--- config.mk ---
export PLATFORM = sky130hd
export DESIGN_NAME = lrx_status_bank
export DESIGN_NICKNAME = d
export VERILOG_FILES = /design/src/lrx_pkg.sv /design/src/lrx_cnt_if.sv /design/src/lrx_status_bank.sv /design/src/lrx_sync3.sv /design/src/lrx_event_counter.sv
export SDC_FILE = /design/constraint.sdc
export NUM_CORES = 1
export LEC_CHECK = 0
export BUFFER_PORTS_ARGS = -buffer_cell sky130_fd_sc_hd__buf_4
export CORE_MARGIN = 2
export CORE_UTILIZATION = 50
export DETAILED_ROUTE_END_ITERATION = 10
export PLACE_DENSITY_LB_ADDON = 0.05
export SLEW_MARGIN = 30
export SYNTH_ARGS = -nofsm -noshare
export SYNTH_HDL_FRONTEND = slang
export SYNTH_SLANG_ARGS = --single-unit
--- constraint.sdc ---
create_clock -name clock_in -period 2.8 [get_ports clock_in]
set_input_delay 0 -clock clock_in [delete_from_list [all_inputs] [get_ports clock_in]]
set_output_delay 0 -clock clock_in [all_outputs]
set_load 0.02 [all_outputs]
--- src/lrx_pkg.sv ---
// package for the line receive status and interrupt register bank
// assumes one 100 MHz clock and a plain strobe register port
package lrx_pkg;
    localparam int unsigned LRX_ADDR_W = 8;
    localparam int unsigned LRX_DATA_W = 16;
    localparam int unsigned LRX_CNT_W = 16;
    localparam int unsigned LRX_EVT_W = 6;

    // register offsets, byte addresses as printed
    localparam logic [LRX_ADDR_W-1:0] LRX_OFS_CONTROL = 8'h90;
    localparam logic [LRX_ADDR_W-1:0] LRX_OFS_LIVE = 8'h94;
    localparam logic [LRX_ADDR_W-1:0] LRX_OFS_LATCHED = 8'h96;
    localparam logic [LRX_ADDR_W-1:0] LRX_OFS_IRQ_EN = 8'h98;
    localparam logic [LRX_ADDR_W-1:0] LRX_OFS_VIOL_CNT = 8'h9c;
    localparam logic [LRX_ADDR_W-1:0] LRX_OFS_ZERO_CNT = 8'h9e;

    // control register fields
    localparam int unsigned LRX_CTL_DECODE_OFF = 0;
    localparam int unsigned LRX_CTL_E3_SEL = 3;

    // live status fields
    localparam int unsigned LRX_LIVE_LOSS = 0;
    localparam int unsigned LRX_LIVE_VIOL_NZ = 1;
    localparam int unsigned LRX_LIVE_ZERO_NZ = 3;

    // latched status and enable fields share one layout
    localparam int unsigned LRX_EVT_LOSS_CHG = 0;
    localparam int unsigned LRX_EVT_VIOL_NZ = 1;
    localparam int unsigned LRX_EVT_VIOL = 2;
    localparam int unsigned LRX_EVT_ZERO_NZ = 3;
    localparam int unsigned LRX_EVT_ZERO = 4;
    localparam int unsigned LRX_EVT_SIG = 5;

    // reset values and counter constants
    localparam logic [LRX_DATA_W-1:0] LRX_RST_WORD = 16'h0000;
    localparam logic [LRX_EVT_W-1:0] LRX_RST_EVT = 6'h00;
    localparam logic [LRX_CNT_W-1:0] LRX_CNT_ZERO = 16'h0000;
    localparam logic [LRX_CNT_W-1:0] LRX_CNT_ONE = 16'h0001;
    localparam logic [LRX_CNT_W-1:0] LRX_CNT_MAX = 16'hffff;
endpackage : lrx_pkg

--- src/lrx_cnt_if.sv ---
// bundle between the register bank and one event counter
// assumes counter and user share clock_in
`timescale 1ns/1ns
`default_nettype none
interface lrx_cnt_if
    import lrx_pkg::*;
();
    logic event_pulse;
    logic snapshot;
    logic [LRX_CNT_W-1:0] held_count;
    logic nonzero;

    modport counter (input event_pulse, input snapshot, output held_count, output nonzero);
    modport user (output event_pulse, output snapshot, input held_count, input nonzero);
endinterface : lrx_cnt_if
`default_nettype wire

--- src/lrx_status_bank.sv ---
// receive line status, latched events, interrupt enables and counters
// assumes decoder event pulses on clock_in, loss detector level from outside
// Functional notes
// - zero-run flag bit 3 means count nonzero
// - violation flag bit 1 means count nonzero
// - live bit 0 shows loss of signal
// - signature detection sets latched bit 5 unless decode is disabled
// - excessive-zero event sets latched bit 4
// - zero-run flag rising edge sets bit 3
// - bipolar violation, or instead E3 coding violation when E3 select applies off B3ZS, sets bit 2
// - violation flag rising edge sets bit 1
// - any loss-of-signal change sets bit 0
// - decode disabled forces loss of signal off
// - enable bits mirror latched bit positions
// - interrupt needs latched, enabled and port enable
// - all interrupt enables reset to zero
// - violation count register snapshots on update strobe
// - E3 select counts coding violations, not B3ZS
// - decode-off bit selects plain AMI decoding
`timescale 1ns/1ns
`default_nettype none
module lrx_status_bank
    import lrx_pkg::*;
(
    input wire logic clock_in,
    input wire logic rst_in,
    input wire logic [LRX_ADDR_W-1:0] reg_addr_in,
    input wire logic [LRX_DATA_W-1:0] reg_wdata_in,
    input wire logic reg_write_in,
    input wire logic reg_read_in,
    output logic [LRX_DATA_W-1:0] reg_rdata_out,
    input wire logic signal_loss_raw_in,
    input wire logic signature_detect_in,
    input wire logic zero_run_event_in,
    input wire logic bipolar_violation_in,
    input wire logic e3_coding_violation_in,
    input wire logic b3zs_mode_in,
    input wire logic perf_monitor_update_strobe_in,
    input wire logic port_status_irq_enable_in,
    output logic rx_substitution_decode_off_out,
    output logic e3_code_violation_select_out,
    output logic irq_out
);
    lrx_cnt_if viol_cnt ();
    lrx_cnt_if zero_cnt ();

    logic rx_substitution_decode_off;
    logic e3_code_violation_select;
    logic signal_loss_sync;
    logic signal_loss;
    logic signal_loss_prev;
    logic zero_run_count_nonzero;
    logic violation_count_nonzero;
    logic zero_nz_prev;
    logic viol_nz_prev;
    logic [LRX_EVT_W-1:0] latched;
    logic [LRX_EVT_W-1:0] irq_en;
    logic [LRX_EVT_W-1:0] next_set;
    logic [LRX_EVT_W-1:0] clear_mask;
    logic [LRX_DATA_W-1:0] next_rdata;
    logic [LRX_DATA_W-1:0] live_word;
    logic [LRX_DATA_W-1:0] control_word;
    logic e3_counting;
    logic violation_event;
    logic signature_event;
    logic wr_control;
    logic wr_latched;
    logic wr_irq_en;

    // write decode
    always_comb
    begin
        wr_control = 1'b0;
        wr_latched = 1'b0;
        wr_irq_en = 1'b0;
        if (reg_write_in)
        begin
            if (reg_addr_in == LRX_OFS_CONTROL)
                wr_control = 1'b1;
            else if (reg_addr_in == LRX_OFS_LATCHED)
                wr_latched = 1'b1;
            else if (reg_addr_in == LRX_OFS_IRQ_EN)
                wr_irq_en = 1'b1;
        end
    end

    // control register
    always_ff @(posedge clock_in)
    begin
        if (rst_in)
        begin
            rx_substitution_decode_off <= 1'b0;
            e3_code_violation_select <= 1'b0;
        end
        else if (wr_control)
        begin
            rx_substitution_decode_off <= reg_wdata_in[LRX_CTL_DECODE_OFF];
            e3_code_violation_select <= reg_wdata_in[LRX_CTL_E3_SEL];
        end
    end

    // decoder controls leave straight from flops
    always_ff @(posedge clock_in)
    begin
        if (rst_in)
        begin
            rx_substitution_decode_off_out <= 1'b0;
            e3_code_violation_select_out <= 1'b0;
        end
        else
        begin
            rx_substitution_decode_off_out <= rx_substitution_decode_off;
            e3_code_violation_select_out <= e3_code_violation_select;
        end
    end

    // loss detector sits outside this clock domain
    lrx_sync3 u_loss_sync (
        .clock_in(clock_in),
        .rst_in(rst_in),
        .level_in(signal_loss_raw_in),
        .level_out(signal_loss_sync)
    );

    // loss of signal cannot exist while substitution decoding is off
    always_ff @(posedge clock_in)
    begin
        if (rst_in)
            signal_loss <= 1'b0;
        else if (rx_substitution_decode_off)
            signal_loss <= 1'b0;
        else
            signal_loss <= signal_loss_sync;
    end

    always_ff @(posedge clock_in)
    begin
        if (rst_in)
            signal_loss_prev <= 1'b0;
        else
            signal_loss_prev <= signal_loss;
    end

    // E3 selection has no meaning on a B3ZS line
    assign e3_counting = e3_code_violation_select && !b3zs_mode_in;
    assign violation_event = e3_counting ? e3_coding_violation_in : bipolar_violation_in;
    // a decoder in plain AMI mode has no signatures to report
    assign signature_event = signature_detect_in && !rx_substitution_decode_off;

    assign viol_cnt.event_pulse = violation_event;
    assign viol_cnt.snapshot = perf_monitor_update_strobe_in;
    assign zero_cnt.event_pulse = zero_run_event_in;
    assign zero_cnt.snapshot = perf_monitor_update_strobe_in;

    lrx_event_counter u_viol_counter (
        .clock_in(clock_in),
        .rst_in(rst_in),
        .cnt(viol_cnt)
    );

    lrx_event_counter u_zero_counter (
        .clock_in(clock_in),
        .rst_in(rst_in),
        .cnt(zero_cnt)
    );

    // flags come from the running counts, so an update drops them unless an event falls in the strobe cycle
    assign zero_run_count_nonzero = zero_cnt.nonzero;
    assign violation_count_nonzero = viol_cnt.nonzero;

    always_ff @(posedge clock_in)
    begin
        if (rst_in)
        begin
            zero_nz_prev <= 1'b0;
            viol_nz_prev <= 1'b0;
        end
        else
        begin
            zero_nz_prev <= zero_run_count_nonzero;
            viol_nz_prev <= violation_count_nonzero;
        end
    end

    // event set vector in the latched layout
    always_comb
    begin
        next_set = LRX_RST_EVT;
        next_set[LRX_EVT_SIG] = signature_event;
        next_set[LRX_EVT_ZERO] = zero_run_event_in;
        next_set[LRX_EVT_ZERO_NZ] = zero_run_count_nonzero && !zero_nz_prev;
        next_set[LRX_EVT_VIOL] = violation_event;
        next_set[LRX_EVT_VIOL_NZ] = violation_count_nonzero && !viol_nz_prev;
        next_set[LRX_EVT_LOSS_CHG] = signal_loss != signal_loss_prev;
    end

    assign clear_mask = wr_latched ? reg_wdata_in[LRX_EVT_W-1:0] : LRX_RST_EVT;

    // a set in the clear cycle survives the clear
    always_ff @(posedge clock_in)
    begin
        if (rst_in)
            latched <= LRX_RST_EVT;
        else
            latched <= (latched & ~clear_mask) | next_set;
    end

    always_ff @(posedge clock_in)
    begin
        if (rst_in)
            irq_en <= LRX_RST_EVT;
        else if (wr_irq_en)
            irq_en <= reg_wdata_in[LRX_EVT_W-1:0];
    end

    // registered request: follows the enabled latched bits one clock later
    always_ff @(posedge clock_in)
    begin
        if (rst_in)
            irq_out <= 1'b0;
        else
            irq_out <= (|(latched & irq_en)) && port_status_irq_enable_in;
    end

    // read words
    always_comb
    begin
        live_word = LRX_RST_WORD;
        live_word[LRX_LIVE_LOSS] = signal_loss;
        live_word[LRX_LIVE_VIOL_NZ] = violation_count_nonzero;
        live_word[LRX_LIVE_ZERO_NZ] = zero_run_count_nonzero;
    end

    always_comb
    begin
        control_word = LRX_RST_WORD;
        control_word[LRX_CTL_DECODE_OFF] = rx_substitution_decode_off;
        control_word[LRX_CTL_E3_SEL] = e3_code_violation_select;
    end

    // read decode; unmapped addresses read zero
    always_comb
    begin
        next_rdata = LRX_RST_WORD;
        if (reg_addr_in == LRX_OFS_CONTROL)
            next_rdata = control_word;
        else if (reg_addr_in == LRX_OFS_LIVE)
            next_rdata = live_word;
        else if (reg_addr_in == LRX_OFS_LATCHED)
            next_rdata = {{(LRX_DATA_W-LRX_EVT_W){1'b0}}, latched};
        else if (reg_addr_in == LRX_OFS_IRQ_EN)
            next_rdata = {{(LRX_DATA_W-LRX_EVT_W){1'b0}}, irq_en};
        else if (reg_addr_in == LRX_OFS_VIOL_CNT)
            next_rdata = viol_cnt.held_count;
        else if (reg_addr_in == LRX_OFS_ZERO_CNT)
            next_rdata = zero_cnt.held_count;
    end

    // data stand only in the cycle after the read strobe
    always_ff @(posedge clock_in)
    begin
        if (rst_in)
            reg_rdata_out <= LRX_RST_WORD;
        else if (reg_read_in)
            reg_rdata_out <= next_rdata;
        else
            reg_rdata_out <= LRX_RST_WORD;
    end
endmodule : lrx_status_bank
`default_nettype wire

--- src/lrx_sync3.sv ---
// three-stage synchroniser for one level from outside the clock domain
// assumes a level that stays put for at least three clocks
`timescale 1ns/1ns
`default_nettype none
module lrx_sync3
    import lrx_pkg::*;
(
    input wire logic clock_in,
    input wire logic rst_in,
    input wire logic level_in,
    output logic level_out
);
    logic stage_a;
    logic stage_b;
    logic stage_c;

    always_ff @(posedge clock_in)
    begin
        if (rst_in)
        begin
            stage_a <= 1'b0;
            stage_b <= 1'b0;
            stage_c <= 1'b0;
        end
        else
        begin
            stage_a <= level_in;
            stage_b <= stage_a;
            stage_c <= stage_b;
        end
    end

    // accept a change only once the last two stages agree
    always_ff @(posedge clock_in)
    begin
        if (rst_in)
            level_out <= 1'b0;
        else if (stage_b == stage_c)
            level_out <= stage_c;
    end
endmodule : lrx_sync3
`default_nettype wire

--- src/lrx_event_counter.sv ---
// saturating event counter with snapshot on the monitoring update strobe
// assumes event pulses are one clock wide and on clock_in
`timescale 1ns/1ns
`default_nettype none
module lrx_event_counter
    import lrx_pkg::*;
(
    input wire logic clock_in,
    input wire logic rst_in,
    lrx_cnt_if.counter cnt
);
    logic [LRX_CNT_W-1:0] running;

    // an event in the snapshot cycle starts the next interval, so none is lost
    always_ff @(posedge clock_in)
    begin
        if (rst_in)
            running <= LRX_CNT_ZERO;
        else if (cnt.snapshot)
            running <= cnt.event_pulse ? LRX_CNT_ONE : LRX_CNT_ZERO;
        else if (cnt.event_pulse && running != LRX_CNT_MAX)
            running <= running + LRX_CNT_ONE;
    end

    always_ff @(posedge clock_in)
    begin
        if (rst_in)
            cnt.held_count <= LRX_CNT_ZERO;
        else if (cnt.snapshot)
            cnt.held_count <= running;
    end

    assign cnt.nonzero = (running != LRX_CNT_ZERO);
endmodule : lrx_event_counter
`default_nettype wire

==> flow_summary.ini <==
[routing]
route.detailed.drc = 0
wl_per_cell_microns = 16.49
wl_met2_mm = 4.942
routed_wl_mm = 11.43
maxUsedRoutingLayer = met4
ant_nets = 0
drtPass1Iterations = 4
via_count = 4077
dr_wl_met3_microns = 623
drtIter0Drc = 232
drt-met1-wl_mm = 5.650
vias_per_cell = 5.883

[pwr]
p_leak_nw = 2.009
p_per_area_nw_per_um2 = 473.0
vdd_drop_max_mv = 0.2378
p_total_mw = 2.562

[setup_path]
worstPathMaxFanout = 8
ff2ff_path_depth = 7
crit_required_ns = 3.11
cp.arrival_ns = 2.82
cp.depth = 7
r2r_slack_ns = 0.30
cp_num_buf_inv = 2
path_cells = inv_1, ha_1, nor4b_1, and4_1, a211o_1, a221oi_1, dlygate4sd3_1
crit_path_start_kind = flop
crit_path_top_delay_cell = dlygate4sd3_1
crit_family = buffers and inverters
r2r_start = u_zero_counter.running[0]
crit_path_end_kind = flop
crit_type = reg -> reg
cpPeakStageDelay_ns = 0.60
r2r_end = reg_rdata_out[3]

[global_routing]
first_global_vias = 3648
antenna_found_initial = 0
grt_max_degree = 77
grt_first_pass_wirelength_mm = 18.92
track_usage_pct = 23.16
overflow = 0

[place]
io_buffers = 44
dp_cells = 666
hpwl_mm = 7.783
place.gp.congestion = 0.9039

[timing]
hold_slack_ns = 0.01307
finalSetupTns_ns = 0
finalSetupViolations = 0
slew_headroom_pct = 41.14
final.setup_skew_ns = 0.008825
finalCritPeriodShare_pct = 89.45
period_minus_slack_ns = 2.505
clock.fmax_mhz = 399.3
tightest_slew_ns = 0.8796
final-hold-violation-count = 0
slew_violations = 0
rsz0062_at_grt = no

[cells_and_area]
fin_util_pct = 58.62
layout_common_cells = dfxtp_1, nor2_1, mux2i_1
antenna_cells = 0
nets = 599
final_cells = 693
fill_cells = 842
layout_commonest_cell = dfxtp_1
drive_above_1_share_pct = 13.12
synthToLayoutAreaGrowth_pct = 13.89

[synth]
synth_top_area_cell = dfxtp_1
synth-main-ff-cell = dfxtp_1
synthesis.area_sq_um = 4756
synth.area.top_cells = dfxtp_1, mux2i_1, nor2_1, nand2_1, a21oi_1
synth_edf_count = 0
syn-num-nets = 565
ys_ff_latch = 105
syn-instance-count = 525
yosysUniqueCellTypes = 62
yosysTopAreaCellShare_pct = 44.20
syn_avg_cell_area_sq_um = 9.059
async_reset_ff_share_pct = 0
ys_seq_area_share_pct = 44.20
ys_warn_count = 0

[floorplan]
core_sq_um = 9240
io_pins = 55
dieArea_sq_um = 10310
die_h_microns = 101.5
row_count = 35
initial_core_util_pct = 51.47
fp.dieW_microns = 101.5

[cts]
htree_levels = 3
cts_root_buffer = clkbuf_8
clk_latency_ns = 0.37
clockBufferDepth = 2
cts_tree = yes
postCtsSetupBuffers = 0
cts_buffers = 9
path_clk_slew_ns = 0.10
clock-sinks = 105

[flow_run]
maxCapViolCount = 0

[hold_path]
hp-start = zero_run_event_in
hp-class = in -> reg
min_to = u_zero_counter.running[0]
holdPathStages = 3

[outcome]
status = finished clean
## where the power goes
part           internal (mW)  total, mW  switching, mW
sequential              1.51       1.52         0.0141
clock                  0.349      0.857          0.508
combinational         0.0783      0.183          0.105
total                   1.93       2.56          0.627
## Yosys cell counts (all sizes together), types with 2 or more instances
cell type / number
and4: 9
a32o: 3
mux2i: 55
inv: 13
o311ai: 3
a2bb2oi: 2
o21bai: 2
a22oi: 14
o31ai: 7
o41ai: 5
nor2b: 9
buf: 13
clkbuf: 23
a211o: 3
a22o: 3
nor4: 14
or3: 17
o311a: 2
a31oi: 3
or2: 2
o21ai: 12
nand3: 18
nand4: 9
nand2b: 7
dfxtp: 105
nor4b: 4
a21oi: 21
a211oi: 3
nor2: 61
ha: 4
nor3: 9
nand2: 38
or4: 11
## worst max-delay path by stage
stage | start | to | slack [ns]
after global placement | u_viol_counter.running[1] | u_viol_counter.running[5] | 0.69
after floorplan | u_zero_counter.running[0] | reg_rdata_out[3] | 1.03
final | u_zero_counter.running[0] | reg_rdata_out[3] | 0.30
after CTS | u_zero_counter.running[0] | reg_rdata_out[3] | 0.32
after detailed placement | u_viol_counter.running[1] | u_viol_counter.running[5] | 0.68
after global routing | u_zero_counter.running[0] | reg_rdata_out[3] | 0.16
## area by class of cell
| type | count | area, sq um | share of cell area [%] |
|---|---|---|---|
| Multi-Input combinational cell | 371 | 2460 | 45.41 |
| Clock buffer | 12 | 145.1 | 2.680 |
| Clock inverter | 4 | 28.78 | 0.5313 |
| Sequential cell | 105 | 2102 | 38.81 |
| Inverter | 13 | 48.80 | 0.9009 |
| Timing Repair Buffer | 59 | 470.5 | 8.686 |
| Tap cell | 129 | 161.4 | 2.980 |
## timing repair
action                                 CTS  global route
endpoints found under the hold margin   15             0
hold buffers                            11             0
gates resized for setup                  0             0
## state kept, by name, summed over array words and instances (netlist names), 6 cells and up
register and count:
u_zero_counter.cnt.held_count 16, u_viol_counter.cnt.held_count 16, u_zero_counter.running 16, latched 6, reg_rdata_out 16, u_viol_counter.running 16
irq_en 6
## cell families (layout without fill, tap and decap cells)
group                    Yosys count  in the layout  share of synthesized area (%)
multiplexers                      56             56                          11.81
XOR/XNOR                           1              1                         0.1842
AO/OA/AOI/OAI                     94             94                          14.00
flip-flops                       105            105                          44.20
buffers and inverters             49             88                          4.210
adder cells (fa/ha/maj)            4              4                          1.052
AND/OR/NAND/NOR                  216            216                          24.55
## metrics by stage
step,setup WS [ns],instance area (sq um)
finish,0.2955,5416
global route,0.1559,5416
CTS,0.3150,5410
detailed placement,0.6763,5126
global placement,0.6944,5126
floorplan,1.029,4756
## worst min-delay path, delay by kind of cell
family          cells  cell delay, ns
compound gates      2            0.23
buf+inv             1            0.12
## routing by layer
layer,up-vias,GRT usage [%]
li1,2006,-
met1,1927,34.62
met2,127,33.05
met3,17,4.279
met4,0,8.524
met5,-,0
No activity file was read; power rests on OpenSTA's default activity.
